===== config.mk =====
export PLATFORM = sky130hd
export DESIGN_NAME = fast_adc_host_control_port
export DESIGN_NICKNAME = d
export VERILOG_FILES = /design/src/hdl/fast_adc_host_control_port.v
export VERILOG_INCLUDE_DIRS = /design/src /design/src/pkg
export SDC_FILE = /design/constraint.sdc
export NUM_CORES = 1
export LEC_CHECK = 0
export ABC_AREA = 1
export ABC_CLOCK_PERIOD_IN_PS = 1400
export BUFFER_PORTS_ARGS = -buffer_cell sky130_fd_sc_hd__buf_2
export CORE_UTILIZATION = 40
export CTS_CLUSTER_SIZE = 10
export DETAILED_ROUTE_END_ITERATION = 7
export GPL_TIMING_DRIVEN = 1
export PLACE_DENSITY = 0.69
export SYNTH_ARGS = -nofsm -noshare
export SYNTH_HDL_FRONTEND = slang
export SYNTH_SLANG_ARGS = --single-unit
export TNS_END_PERCENT = 10

===== constraint.sdc =====
create_clock -name clk_sys_i -period 1.4 [get_ports clk_sys_i]
set_input_delay 0.21 -clock clk_sys_i [delete_from_list [all_inputs] [get_ports clk_sys_i]]
set_output_delay 0.21 -clock clk_sys_i [all_outputs]
set_load 0.02 [all_outputs]

===== src/pkg/host_port_consts.vh =====
// Constants for the acquisition board host control port
`ifndef HOST_PORT_CONSTS_VH
`define HOST_PORT_CONSTS_VH

`define LOC_PRIMARY     1'b0
`define LOC_SECONDARY   1'b1
`define CTRL_RESET      16'h7FF0
`define BIT_CAPTURE     0
`define BIT_ARM         1
`define BIT_GAIN2       2
`define BIT_VEDGE       3
`define BIT_SAMPLE_N    4
`define BIT_MEMWR_N     5
`define BIT_ADDRLD_N    6
`define BIT_POSTLD_N    7
`define BIT_VTRIG_N     8
`define BIT_RDCLK_N     9
`define BIT_MEMRD_N     10
`define BIT_TRIGRD_N    11
`define BIT_RATELD_N    12
`define BIT_SWPREL_N    13
`define BIT_LEVELD_N    14
`define BIT_MINDET      15

`endif


===== src/hdl/fast_adc_host_control_port.v =====
// Host control port and control word register of the acquisition board
`timescale 1ns/1ps
`default_nettype none
`include "host_port_consts.vh"

// Operation
// (RULE_01) Link is 8-bit two-way bus, one select line, high and low byte strobes.
// (RULE_02) Select low addresses the control word, high addresses the data location.
// (RULE_03) Words move as two bytes, high byte first then low byte.
// (RULE_04) Control word is 16 bits written by the host in two bytes.
// (RULE_05) Data location takes byte and word reads and writes.
// (RULE_06) Bus direction comes only from the control word, no read/write pin.
// (RULE_07) Host sets direction bits before data accesses to avoid contention.
// (RULE_08) Bit 0 runs clocks and capture; memory readable only when it is 0.
// (RULE_09) Bit 1 arms the trigger from sweep line or video trigger.
// (RULE_10) Bit 2 turns the times-two expansion amplifier on.
// (RULE_11) Bit 3 picks video edge; bit 8 low enables video trigger.
// (RULE_12) Bit 4 low selects sample detection, high allows peak or pit.
// (RULE_13) Bit 5 low enables memory writes, changed together with bit 0.
// (RULE_14) Bits 6 and 7 low permit address and post counter loads.
// (RULE_15) Bit 9 low clocks counter loads and post-increments after reads.
// (RULE_16) Bit 10 low lets the host read sample memory.
// (RULE_17) Bit 11 low lets the host read the trigger address latch.
// (RULE_18) Bit 12 low lets host writes load the sample rate latch.
// (RULE_19) Bit 13 low releases the sweep strobe.
// (RULE_20) Bit 14 low lets host writes load the video trigger level.
// (RULE_21) With bit 4 high, bit 15 picks pit (1) or peak (0).
// (RULE_22) Counter load: enable load and read clock, then write word.
// (RULE_23) Reset leaves control word inactive: low bits 0, active-low bits 1.
module fast_adc_host_control_port (
  input  wire        clk_sys_i,                   // System clock 50 MHz
  input  wire        nrst_i,                      // Async reset, active low
  input  wire        ce_i,                        // Clock enable
  input  wire        location_select_line_i,      // Location select pin
  input  wire        high_byte_strobe_i,          // High byte strobe pin
  input  wire        low_byte_strobe_i,           // Low byte strobe pin
  input  wire [7:0]  data_i,                      // Bus data in
  output reg  [7:0]  data_o,                      // Bus data out
  output reg         data_oe_o,                   // Bus drive enable
  input  wire [15:0] mem_word_i,                  // Sample memory read word
  input  wire [15:0] trig_addr_i,                 // Trigger address latch word
  output reg  [15:0] sec_wdata_o,                 // Data location write word
  output reg         sec_wr_o,                    // Data location write pulse
  output reg         sec_rd_o,                    // Data location read done pulse
  output reg         addr_counter_load_o,         // Load address counter pulse
  output reg         post_count_load_o,           // Load post counter pulse
  output reg         rate_latch_load_o,           // Load rate latch pulse
  output reg         trig_level_load_o,           // Load trigger level pulse
  output reg         addr_incr_o,                 // Address post-increment pulse
  output reg         capture_run_o,               // Clocks running, capturing
  output reg         trig_arm_o,                  // Trigger armed
  output reg         double_gain_select_o,        // Times-two amplifier on
  output reg         video_trigger_edge_select_o, // 1 negative video edge
  output reg         video_trigger_active_o,      // Video trigger enabled
  output reg         sample_detect_o,             // Sample detection selected
  output reg         min_detect_select_o,         // Pit detection selected
  output reg         peak_detect_o,               // Peak detection selected
  output reg         memory_write_enable_o,       // Memory write enabled
  output reg         sweep_strobe_release_o       // Sweep strobe released
);

  // Synchroniser depth; the last stage only feeds the edge detectors
  localparam SYNC_LEN = 3;

  reg  [SYNC_LEN-1:0] sel_s_r;
  reg  [SYNC_LEN-1:0] hi_s_r;
  reg  [SYNC_LEN-1:0] lo_s_r;
  reg  [7:0]          data_s1_r;
  reg  [7:0]          data_s2_r;
  reg  [15:0]         ctrl_r;
  reg  [15:0]         ctrl_nxt;
  reg  [7:0]          hi_byte_r;
  reg                 hi_seen_r;
  reg  [15:0]         rd_word_r;
  reg  [15:0]         rd_word_nxt;

  // Joins a stored high byte with the low byte that ends a transfer
  function [15:0] merge_word;
    input       hi_valid;
    input [7:0] hi_byte;
    input [7:0] hi_fallback;
    input [7:0] lo_byte;
    begin
      if (hi_valid) begin
        merge_word = {hi_byte, lo_byte};
      end else begin
        merge_word = {hi_fallback, lo_byte};
      end
    end
  endfunction

  // Memory word has priority over the trigger latch
  function [15:0] read_source;
    input        mem_sel;
    input [15:0] mem_word;
    input [15:0] trig_word;
    begin
      if (mem_sel) begin
        read_source = mem_word;
      end else begin
        read_source = trig_word;
      end
    end
  endfunction

  wire       sel_now      = sel_s_r[1];
  wire       hi_level     = hi_s_r[1];
  wire       lo_level     = lo_s_r[1];
  wire       hi_rise      = hi_s_r[1] & ~hi_s_r[2];
  wire       lo_rise      = lo_s_r[1] & ~lo_s_r[2];
  wire       hi_fall      = ~hi_s_r[1] & hi_s_r[2];
  wire       lo_fall      = ~lo_s_r[1] & lo_s_r[2];
  wire       strobe_on    = hi_level | lo_level;
  wire       at_primary   = (sel_now == `LOC_PRIMARY);
  wire       at_secondary = (sel_now == `LOC_SECONDARY);
  wire [7:0] bus_byte     = data_s2_r;

  // (RULE_06) direction from word
  wire       rd_mem       = ~ctrl_r[`BIT_MEMRD_N] & ~ctrl_r[`BIT_CAPTURE];
  wire       rd_trig      = ~ctrl_r[`BIT_TRIGRD_N];
  wire       rd_en        = rd_mem | rd_trig;
  wire       rd_clk       = ~ctrl_r[`BIT_RDCLK_N];

  // (RULE_04) two-byte control write
  always @* begin
    ctrl_nxt = ctrl_r;
    if (at_primary && lo_fall) begin
      ctrl_nxt = merge_word(hi_seen_r, hi_byte_r, ctrl_r[15:8], bus_byte);
    end
  end

  // Word offered to the host on a read
  always @* begin
    rd_word_nxt = read_source(rd_mem, mem_word_i, trig_addr_i);
  end

  // (RULE_01) pin synchronisers
  // Data bus passes the same two stages as the strobes
  always @(posedge clk_sys_i or negedge nrst_i) begin
    if (!nrst_i) begin
      sel_s_r   <= {SYNC_LEN{1'b0}};
      hi_s_r    <= {SYNC_LEN{1'b0}};
      lo_s_r    <= {SYNC_LEN{1'b0}};
      data_s1_r <= 8'h00;
      data_s2_r <= 8'h00;
    end else if (ce_i) begin
      sel_s_r   <= {sel_s_r[SYNC_LEN-2:0], location_select_line_i};
      hi_s_r    <= {hi_s_r[SYNC_LEN-2:0], high_byte_strobe_i};
      lo_s_r    <= {lo_s_r[SYNC_LEN-2:0], low_byte_strobe_i};
      data_s1_r <= data_i;
      data_s2_r <= data_s1_r;
    end
  end

  // (RULE_23) inactive reset word
  always @(posedge clk_sys_i or negedge nrst_i) begin
    if (!nrst_i) begin
      ctrl_r <= `CTRL_RESET;
    end else if (ce_i) begin
      ctrl_r <= ctrl_nxt;
    end
  end

  // (RULE_03) high byte first, kept for the next low byte
  always @(posedge clk_sys_i or negedge nrst_i) begin
    if (!nrst_i) begin
      hi_byte_r <= 8'h00;
      hi_seen_r <= 1'b0;
    end else if (ce_i) begin
      // A new high byte wins over a clear in the same cycle
      if (lo_fall) begin
        hi_seen_r <= 1'b0;
      end
      if (hi_fall) begin
        hi_byte_r <= bus_byte;
        hi_seen_r <= 1'b1;
      end
    end
  end

  // Word frozen when a read starts so both bytes belong together
  always @(posedge clk_sys_i or negedge nrst_i) begin
    if (!nrst_i) begin
      rd_word_r <= 16'h0000;
    end else if (ce_i) begin
      if (hi_rise) begin
        rd_word_r <= rd_word_nxt;
      end
    end
  end

  // (RULE_02) data location write
  // Pulses last one cycle
  always @(posedge clk_sys_i or negedge nrst_i) begin
    if (!nrst_i) begin
      sec_wdata_o         <= 16'h0000;
      sec_wr_o            <= 1'b0;
      addr_counter_load_o <= 1'b0;
      post_count_load_o   <= 1'b0;
      rate_latch_load_o   <= 1'b0;
      trig_level_load_o   <= 1'b0;
    end else if (ce_i) begin
      sec_wr_o            <= 1'b0;
      addr_counter_load_o <= 1'b0;
      post_count_load_o   <= 1'b0;
      rate_latch_load_o   <= 1'b0;
      trig_level_load_o   <= 1'b0;
      if (at_secondary && lo_fall && !rd_en) begin
        // (RULE_05) byte or word write
        sec_wdata_o <= merge_word(hi_seen_r, hi_byte_r, 8'h00, bus_byte);
        sec_wr_o    <= 1'b1;
        // (RULE_14) counter load gates
        // (RULE_22) load needs read clock
        addr_counter_load_o <= rd_clk & ~ctrl_r[`BIT_ADDRLD_N];
        post_count_load_o   <= rd_clk & ~ctrl_r[`BIT_POSTLD_N];
        // (RULE_18) rate latch load
        rate_latch_load_o   <= ~ctrl_r[`BIT_RATELD_N];
        // (RULE_20) trigger level load
        trig_level_load_o   <= ~ctrl_r[`BIT_LEVELD_N];
      end
    end
  end

  // (RULE_05) read completes on low byte
  always @(posedge clk_sys_i or negedge nrst_i) begin
    if (!nrst_i) begin
      sec_rd_o    <= 1'b0;
      addr_incr_o <= 1'b0;
    end else if (ce_i) begin
      sec_rd_o    <= 1'b0;
      addr_incr_o <= 1'b0;
      if (at_secondary && lo_fall && rd_en) begin
        sec_rd_o    <= 1'b1;
        // (RULE_15) post-increment on read
        addr_incr_o <= rd_clk & rd_mem;
      end
    end
  end

  // (RULE_16) drive only when enabled
  // (RULE_17) trigger latch read
  // High byte comes live from the source, low byte from the frozen word in word reads and live in byte reads
  always @(posedge clk_sys_i or negedge nrst_i) begin
    if (!nrst_i) begin
      data_o    <= 8'h00;
      data_oe_o <= 1'b0;
    end else if (ce_i) begin
      data_oe_o <= at_secondary && rd_en && strobe_on;
      if (hi_rise) begin
        data_o <= rd_word_nxt[15:8];
      end else if (lo_rise && hi_seen_r) begin
        data_o <= rd_word_r[7:0];
      end else if (lo_rise) begin
        data_o <= rd_word_nxt[7:0];
      end
    end
  end

  // Mode outputs, one cycle behind the control word
  always @(posedge clk_sys_i or negedge nrst_i) begin
    if (!nrst_i) begin
      capture_run_o               <= 1'b0;
      trig_arm_o                  <= 1'b0;
      double_gain_select_o        <= 1'b0;
      video_trigger_edge_select_o <= 1'b0;
      video_trigger_active_o      <= 1'b0;
      memory_write_enable_o       <= 1'b0;
      sweep_strobe_release_o      <= 1'b0;
    end else if (ce_i) begin
      // (RULE_08) capture mode
      capture_run_o               <= ctrl_r[`BIT_CAPTURE];
      // (RULE_09) trigger arming
      trig_arm_o                  <= ctrl_r[`BIT_ARM];
      // (RULE_10) amplifier control
      double_gain_select_o        <= ctrl_r[`BIT_GAIN2];
      // (RULE_11) video trigger
      video_trigger_edge_select_o <= ctrl_r[`BIT_VEDGE];
      video_trigger_active_o      <= ~ctrl_r[`BIT_VTRIG_N];
      // (RULE_13) memory write enable
      memory_write_enable_o       <= ~ctrl_r[`BIT_MEMWR_N];
      // (RULE_19) sweep release
      sweep_strobe_release_o      <= ~ctrl_r[`BIT_SWPREL_N];
    end
  end

  // Detection outputs; at most one is high
  always @(posedge clk_sys_i or negedge nrst_i) begin
    if (!nrst_i) begin
      sample_detect_o     <= 1'b0;
      min_detect_select_o <= 1'b0;
      peak_detect_o       <= 1'b0;
    end else if (ce_i) begin
      // (RULE_12) detection mode
      sample_detect_o     <= ~ctrl_r[`BIT_SAMPLE_N];
      // (RULE_21) peak or pit
      min_detect_select_o <= ctrl_r[`BIT_SAMPLE_N] & ctrl_r[`BIT_MINDET];
      peak_detect_o       <= ctrl_r[`BIT_SAMPLE_N] & ~ctrl_r[`BIT_MINDET];
    end
  end

endmodule
`default_nettype wire


==> results.sh, run 1 <==
export IMPL_antenna_found_initial=0
export IMPL_synthToLayoutAreaGrowth_pct=21.5
export IMPL_rsz0062_at_grt="true"
export IMPL_worst_slew_pin_slew_ps=383
export IMPL_yosys_warnings=0
export IMPL_insertion_delay_ps=360
export IMPL_critPathKind="reg -> reg"
export IMPL_num_vias=3366
export IMPL_setup_viol=0
export IMPL_grt_pass1_wl_um=15400
export IMPL_die_x_um=104
export IMPL_yosys_area_share_xor_xnor_pct=0
export IMPL_seq_area_sq_um=2490
export IMPL_maxSlewViolCount=0
export IMPL_finalNetCount=626
export IMPL_synth_compound_area_share_pct=11.3
export IMPL_p_per_area_nw_per_um2=1620
export IMPL_max_cap_violations=0
export IMPL_startpoint_type="flop"
export IMPL_antenna_cells=0
export IMPL_min_from="data_i[3]"
export IMPL_worstSetupEndpointType="flop"
export IMPL_first_pass_iters=4
export IMPL_yosys_mux_area_fraction_pct=0
export IMPL_final_core_util_pct=50.9
export IMPL_mostFrequentLayoutCells="174 x nand2_1, 88 x dfrtp_1, 86 x buf_2"
export IMPL_yosys_area_share_simple_pct=22.4
export IMPL_synth_area_sq_um=4170
export IMPL_cts_buffers_inserted=9
export IMPL_status="finished clean"
export IMPL_finalCritPeriodShare_pct=94.9
export IMPL_routed_wl_um=9200
export IMPL_initial_core_util_pct=41.9
export IMPL_worstPathRequired_ps=1690
export IMPL_die_h_um=104
export IMPL_power_total_mw=8.19
export IMPL_ir_drop_mv=0.679
export IMPL_postCtsSetupBuffers=0
export IMPL_die_area_sq_um=10800
export IMPL_synth_cell_types=22
export IMPL_grtUsageTotal_pct=17.8
export IMPL_ys_ff_latch=99
export IMPL_row_count=36
export IMPL_cp_cell_sequence="nor3_4, nand3_2, o21ai_1"
export IMPL_synth_top_family_by_area="simple AND/OR/NAND/NOR gates"
export IMPL_synth_cells=488
export IMPL_wire_per_inst_um=12.8
export IMPL_cts_path_max_buffers=2
export IMPL_final_common_cell="nand2_1"
export IMPL_drc=0
export IMPL_cp_arrival_ps=1620
export IMPL_startpoint="lo_s_r[1]"
export IMPL_ys_top_cells_by_area="dfrtp_1 53%, nand2_1 16%, dfstp_2 6.9%, o21ai_0 4.3%, inv_1 4.2%"
export IMPL_cts_resized=0
export IMPL_drtIter0Drc=259
export IMPL_clock_fmax_mhz=753
export IMPL_drive_above_1_share_pct=23.8
export IMPL_slowest_stage="dfrtp_1"
export IMPL_finClkSkew_ps=11.2
export IMPL_cts_root_buf="clkbuf_8"
export IMPL_gp_congestion=0.780
export IMPL_clkTransAtPathRegs_ps=100
export IMPL_grt_ovfl_total=0
export IMPL_ff2ff_setup_slack_ps=70
export IMPL_ys_seq_area_share_pct=59.7
export IMPL_syn_avg_cell_area_sq_um=8.55
export IMPL_cts_sinks=99
export IMPL_finalHoldViolCount=0
export IMPL_io_buffers=87
export IMPL_fillers=985
export IMPL_synth_top_area_cell="dfrtp_1"
export IMPL_synth_fa_ha_area_share_pct=0
export IMPL_multi_input_area_sq_um=1410
export IMPL_grt_max_degree=69
export IMPL_yosysTopAreaCellShare_pct=52.8
export IMPL_max_slew_margin_pct=74.5
export IMPL_dp_cells=701
export IMPL_core_area_sq_um=9950
export IMPL_fin_cells=718
export IMPL_post_route_min_period_ps=1330
export IMPL_drtAntennaViolNets=0
export IMPL_grt_pass1_vias=3201
export IMPL_critPathMaxFanout=16
export IMPL_holdCritPathClass="in -> reg"
export IMPL_dpl_hpwl_um=6440
export IMPL_cp_slowest_stage_delay_ps=420
export IMPL_htree_levels=3
export IMPL_leakagePower_nw=2.72
export IMPL_tritoncts="built"
export IMPL_num_io_pins=88
export IMPL_syn_nets=534
export IMPL_worstReg2RegStart="lo_s_r[1]"
export IMPL_vias_per_cell=4.69
[cell usage after synthesis]
cell,n
nand2_1,174
dfrtp_1,88
inv_1,47
o21ai_0,36
o21ai_1,29
nor2_1,26
nand3_1,20
a21oi_1,16
clkbuf_1,11
dfstp_2,11
a21o_1,8
buf_2,7
or2_2,3
buf_1,2
nand2_2,2
nand3_2,2
buf_4,1
inv_2,1
nor2_2,1
nor2_4,1
nor3_4,1
o21a_1,1
[per-stage QoR]
step	area [sq um]	worst slack [ps]	setup TNS [ps]	hold slack [ps]
2_1_floorplan	4170	74.3	0	-85.6
3_3_place_gp	4840	122	0	251
3_5_place_dp	4840	94.6	0	254
4_1_cts	5070	69.5	0	25.9
5_1_grt	5070	-84.6	-520	37.3
6_report	5070	71.9	0	39.6
[cell families after synthesis]
family                 after synthesis
AO/OA/AOI/OAI                       90
buffers and inverters               69
flip-flops                          99
AND/OR/NAND/NOR                    230
[final timing paths]
check | end | depth (start not counted)
worst max-delay path | ctrl_r[9] | 3
worst min-delay path | data_s1_r[3] | 3
worst max register to register | ctrl_r[9] | 3
worst min register to register | data_s1_r[2] | 2
max in group asynchronous | ctrl_r[5] | 3
min in group asynchronous | sec_wdata_o[5] | 3
[final cells by class]
class / instances / area share, %
clock buffers: 11 / 2.99
clock inverters: 5 / 1.31
inverters: 48 / 3.56
multi-input cells: 320 / 27.8
flip-flops and latches: 99 / 49.2
well taps: 133 / 3.28
repair buffers: 102 / 11.9
[report_power, final]
part | total [mW] | switching [mW] | internal, mW
Clock | 1.97 | 1.02 | 0.949
Combinational | 2.27 | 1.40 | 0.872
Sequential | 3.96 | 0.380 | 3.58
Total | 8.19 | 2.79 | 5.40
[worst max-delay path: cells and delay by family (launching register included)]
family / cells / cell delay (ps)
DFF: 1 / 420
AOI/OAI and AO/OA: 1 / 250
and+or+nand+nor: 2 / 580
[what timing repair did]
item | in CTS | in global routing
setup endpoints to repair | 0 | 12
hold buffers | 1 | 0
endpoints found under the hold margin | 88 | 0
[sequential cells by signal, summed over array words and instances (netlist names), 2 cells and up]
register and count:
ctrl_r 16, sec_wdata_o 16, lo_s_r 3, data_s1_r 8, hi_s_r 3, data_o 8
bus_byte 8, sel_s_r 2, rd_word_r 8, hi_byte_r 8
[layer usage]
layer	track usage [%]	share of wire, %	up-vias
li1	-	-	1708
met1	24.8	47	1575
met2	28.0	47	74
met3	3.32	4.5	9
met4	6.12	1.2	0
met5	0	0	-
Power figures use the tool's default switching activity.
==> run 2: changes to the inputs <==
--- a/config.mk
+++ b/config.mk
@@ -7,13 +7,13 @@
 export NUM_CORES = 1
 export LEC_CHECK = 0
 export ABC_AREA = 1
-export ABC_CLOCK_PERIOD_IN_PS = 1400
+export ABC_CLOCK_PERIOD_IN_PS = 1500
 export BUFFER_PORTS_ARGS = -buffer_cell sky130_fd_sc_hd__buf_2
 export CORE_UTILIZATION = 40
 export CTS_CLUSTER_SIZE = 10
 export DETAILED_ROUTE_END_ITERATION = 7
 export GPL_TIMING_DRIVEN = 1
-export PLACE_DENSITY = 0.69
+export PLACE_DENSITY = 0.73
 export SYNTH_ARGS = -nofsm -noshare
 export SYNTH_HDL_FRONTEND = slang
 export SYNTH_SLANG_ARGS = --single-unit
==> constraint.sdc (replaced) <==
create_clock -name clk_sys_i -period 1.5 [get_ports clk_sys_i]
set_input_delay 0.225 -clock clk_sys_i [delete_from_list [all_inputs] [get_ports clk_sys_i]]
set_output_delay 0.225 -clock clk_sys_i [all_outputs]
set_load 0.02 [all_outputs]
==> run 2 against run 1 <==
Effect of this change: register-to-register slack gained 30 ps; cell count fell by 0.28%; sequential share of layout area grew 0.49 points; flip-flop and latch count did not move; critical endpoint is now sec_wdata_o[5]; largest cell class unchanged; highest routed layer unchanged.
==> results.sh, run 2 (synthesis results as in run 1) <==
export IMPL_worst_slew_pin_slew_ps=372
export IMPL_drc=0
export IMPL_first_pass_iters=4
export IMPL_insertion_delay_ps=360
export IMPL_die_x_um=104
export IMPL_cp_cell_sequence="nor3_4, nand3_2, buf_12, nand2_1, o21ai_1"
export IMPL_drive_above_1_share_pct=23.3
export IMPL_power_total_mw=7.42
export IMPL_antenna_found_initial=0
export IMPL_synthToLayoutAreaGrowth_pct=20.3
export IMPL_finalHoldViolCount=0
export IMPL_critPathKind="reg -> reg"
export IMPL_num_io_pins=88
export IMPL_cp_slowest_stage_delay_ps=460
export IMPL_grt_max_degree=47
export IMPL_fin_cells=716
export IMPL_pre_cts_slack_ps=132
export IMPL_gp_congestion=0.755
export IMPL_final_core_util_pct=50.4
export IMPL_dpl_hpwl_um=6390
export IMPL_finalInstanceArea_sq_um=5020
export IMPL_slowest_stage="dfrtp_1"
export IMPL_fillers=925
export IMPL_holdCritPathClass="in -> reg"
export IMPL_clkTransAtPathRegs_ps=90
export IMPL_final_common_cell="nand2_1"
export IMPL_mostFrequentLayoutCells="174 x nand2_1, 88 x dfrtp_1, 86 x buf_2"
export IMPL_rsz0062_at_grt="true"
export IMPL_cp_arrival_ps=1640
export IMPL_io_buffers=87
export IMPL_p_switching_mw=2.60
export IMPL_cts_sinks=99
export IMPL_worst_slack_ps=105
export IMPL_finClkSkew_ps=11.1
export IMPL_dp_cells=699
export IMPL_initial_core_util_pct=41.9
export IMPL_finalNetCount=624
export IMPL_grtUsageTotal_pct=18.2
export IMPL_seqPwrFrac_pct=49.9
export IMPL_ir_drop_mv=0.693
export IMPL_hold_ws_ps=60.3
export IMPL_grt_ovfl_total=0
export IMPL_core_area_sq_um=9950
export IMPL_finalCritPeriodShare_pct=93.0
export IMPL_clkPwrFrac_pct=21.7
export IMPL_htree_levels=3
export IMPL_worstPathRequired_ps=1750
export IMPL_status="finished clean"
export IMPL_p_int_mw=4.82
export IMPL_comb_power_share_pct=28.3
export IMPL_routed_wl_um=8970
export IMPL_wire_per_inst_um=12.5
export IMPL_setup_tns_ps=0
export IMPL_clock_fmax_mhz=717
export IMPL_setup_viol=0
export IMPL_leakagePower_nw=2.68
export IMPL_startpoint_type="flop"
export IMPL_switching_share_pct=35.1
export IMPL_worstSetupEndpointType="flop"
export IMPL_die_area_sq_um=10800
export IMPL_antenna_cells=0
export IMPL_cts_path_max_buffers=2
export IMPL_critPathMaxFanout=37
export IMPL_die_h_um=104
export IMPL_top_regs="ctrl_r: 16 flops, sec_wdata_o: 16 flops"
export IMPL_cts_root_buf="clkbuf_8"
export IMPL_vias_per_cell=4.71
export IMPL_grt_pass1_vias=3287
export IMPL_max_slew_margin_pct=75.2
export IMPL_max_cap_violations=0
export IMPL_cts_buffers_inserted=9
export IMPL_p_per_area_nw_per_um2=1480
export IMPL_post_route_min_period_ps=1400
export IMPL_num_vias=3372
export IMPL_tritoncts="built"
export IMPL_grt_pass1_wl_um=15600
export IMPL_drtIter0Drc=166
export IMPL_postCtsSetupBuffers=0
export IMPL_place_area_sq_um=4810
export IMPL_maxSlewViolCount=0
export IMPL_row_count=36
export IMPL_drtAntennaViolNets=0
## run 2: changes by cell type in the layout (fill, tap and decap cells not counted), sizes merged
cell	delta
clkinvlp	+1
bufinv	-1
buf	-2
clkinv	+1
inv	-1
## run 2: layout make-up
type,instances,area (sq um),area share (%)
multi-input combinational,320,1420,28.2
clock inverter,5,46.3,0.923
sequential,99,2490,49.7
inverter,48,180,3.59
timing repair buffer,100,576,11.5
clock buffer,11,141,2.82
tap,133,166,3.32
## run 2: power by group through the flow
stage	clock network [mW]	logic [mW]	registers, mW
after global placement	0	2.05	3.73
after CTS	1.67	2.13	3.70
after global routing	1.79	2.40	3.79
after detailed placement	0	2.12	3.75
after floorplan	0	1.13	3.94
final	1.61	2.10	3.70
## run 2: per-layer routing
layer | vias up | share of wire, % | track usage [%]
met4 | 0 | 1.7 | 7.35
met1 | 1572 | 47 | 24.4
met2 | 87 | 46 | 28.0
li1 | 1699 | - | -
met3 | 14 | 5.4 | 4.89
met5 | - | 0 | 0
## run 2: what timing repair did
action	CTS	global route
hold buffers	1	0
hold endpoints to repair	20	0
setup endpoints to repair	0	5
resized for setup	0	1
## run 2: worst max-delay path, delay by kind of cell, from the launching register on
kind | cells | cell delay (ps)
compound gates | 1 | 60
buf+inv | 1 | 200
flops | 1 | 460
simple gates | 3 | 560
## run 2: final timing paths
kind | startpoint | end | slack (ps) | cells past startpoint
setup / recovery | lo_s_r[1] | sec_wdata_o[5] | 100 | 5
setup reg to reg | lo_s_r[1] | sec_wdata_o[5] | 100 | 5
hold / removal | data_i[3] | data_s1_r[3] | 60 | 3
max in group asynchronous | nrst_i | hi_s_r[0] | 510 | 3
min in group asynchronous | nrst_i | hi_byte_r[3] | 300 | 2
hold reg to reg | data_s1_r[7] | data_s1_r[7] | 480 | 2
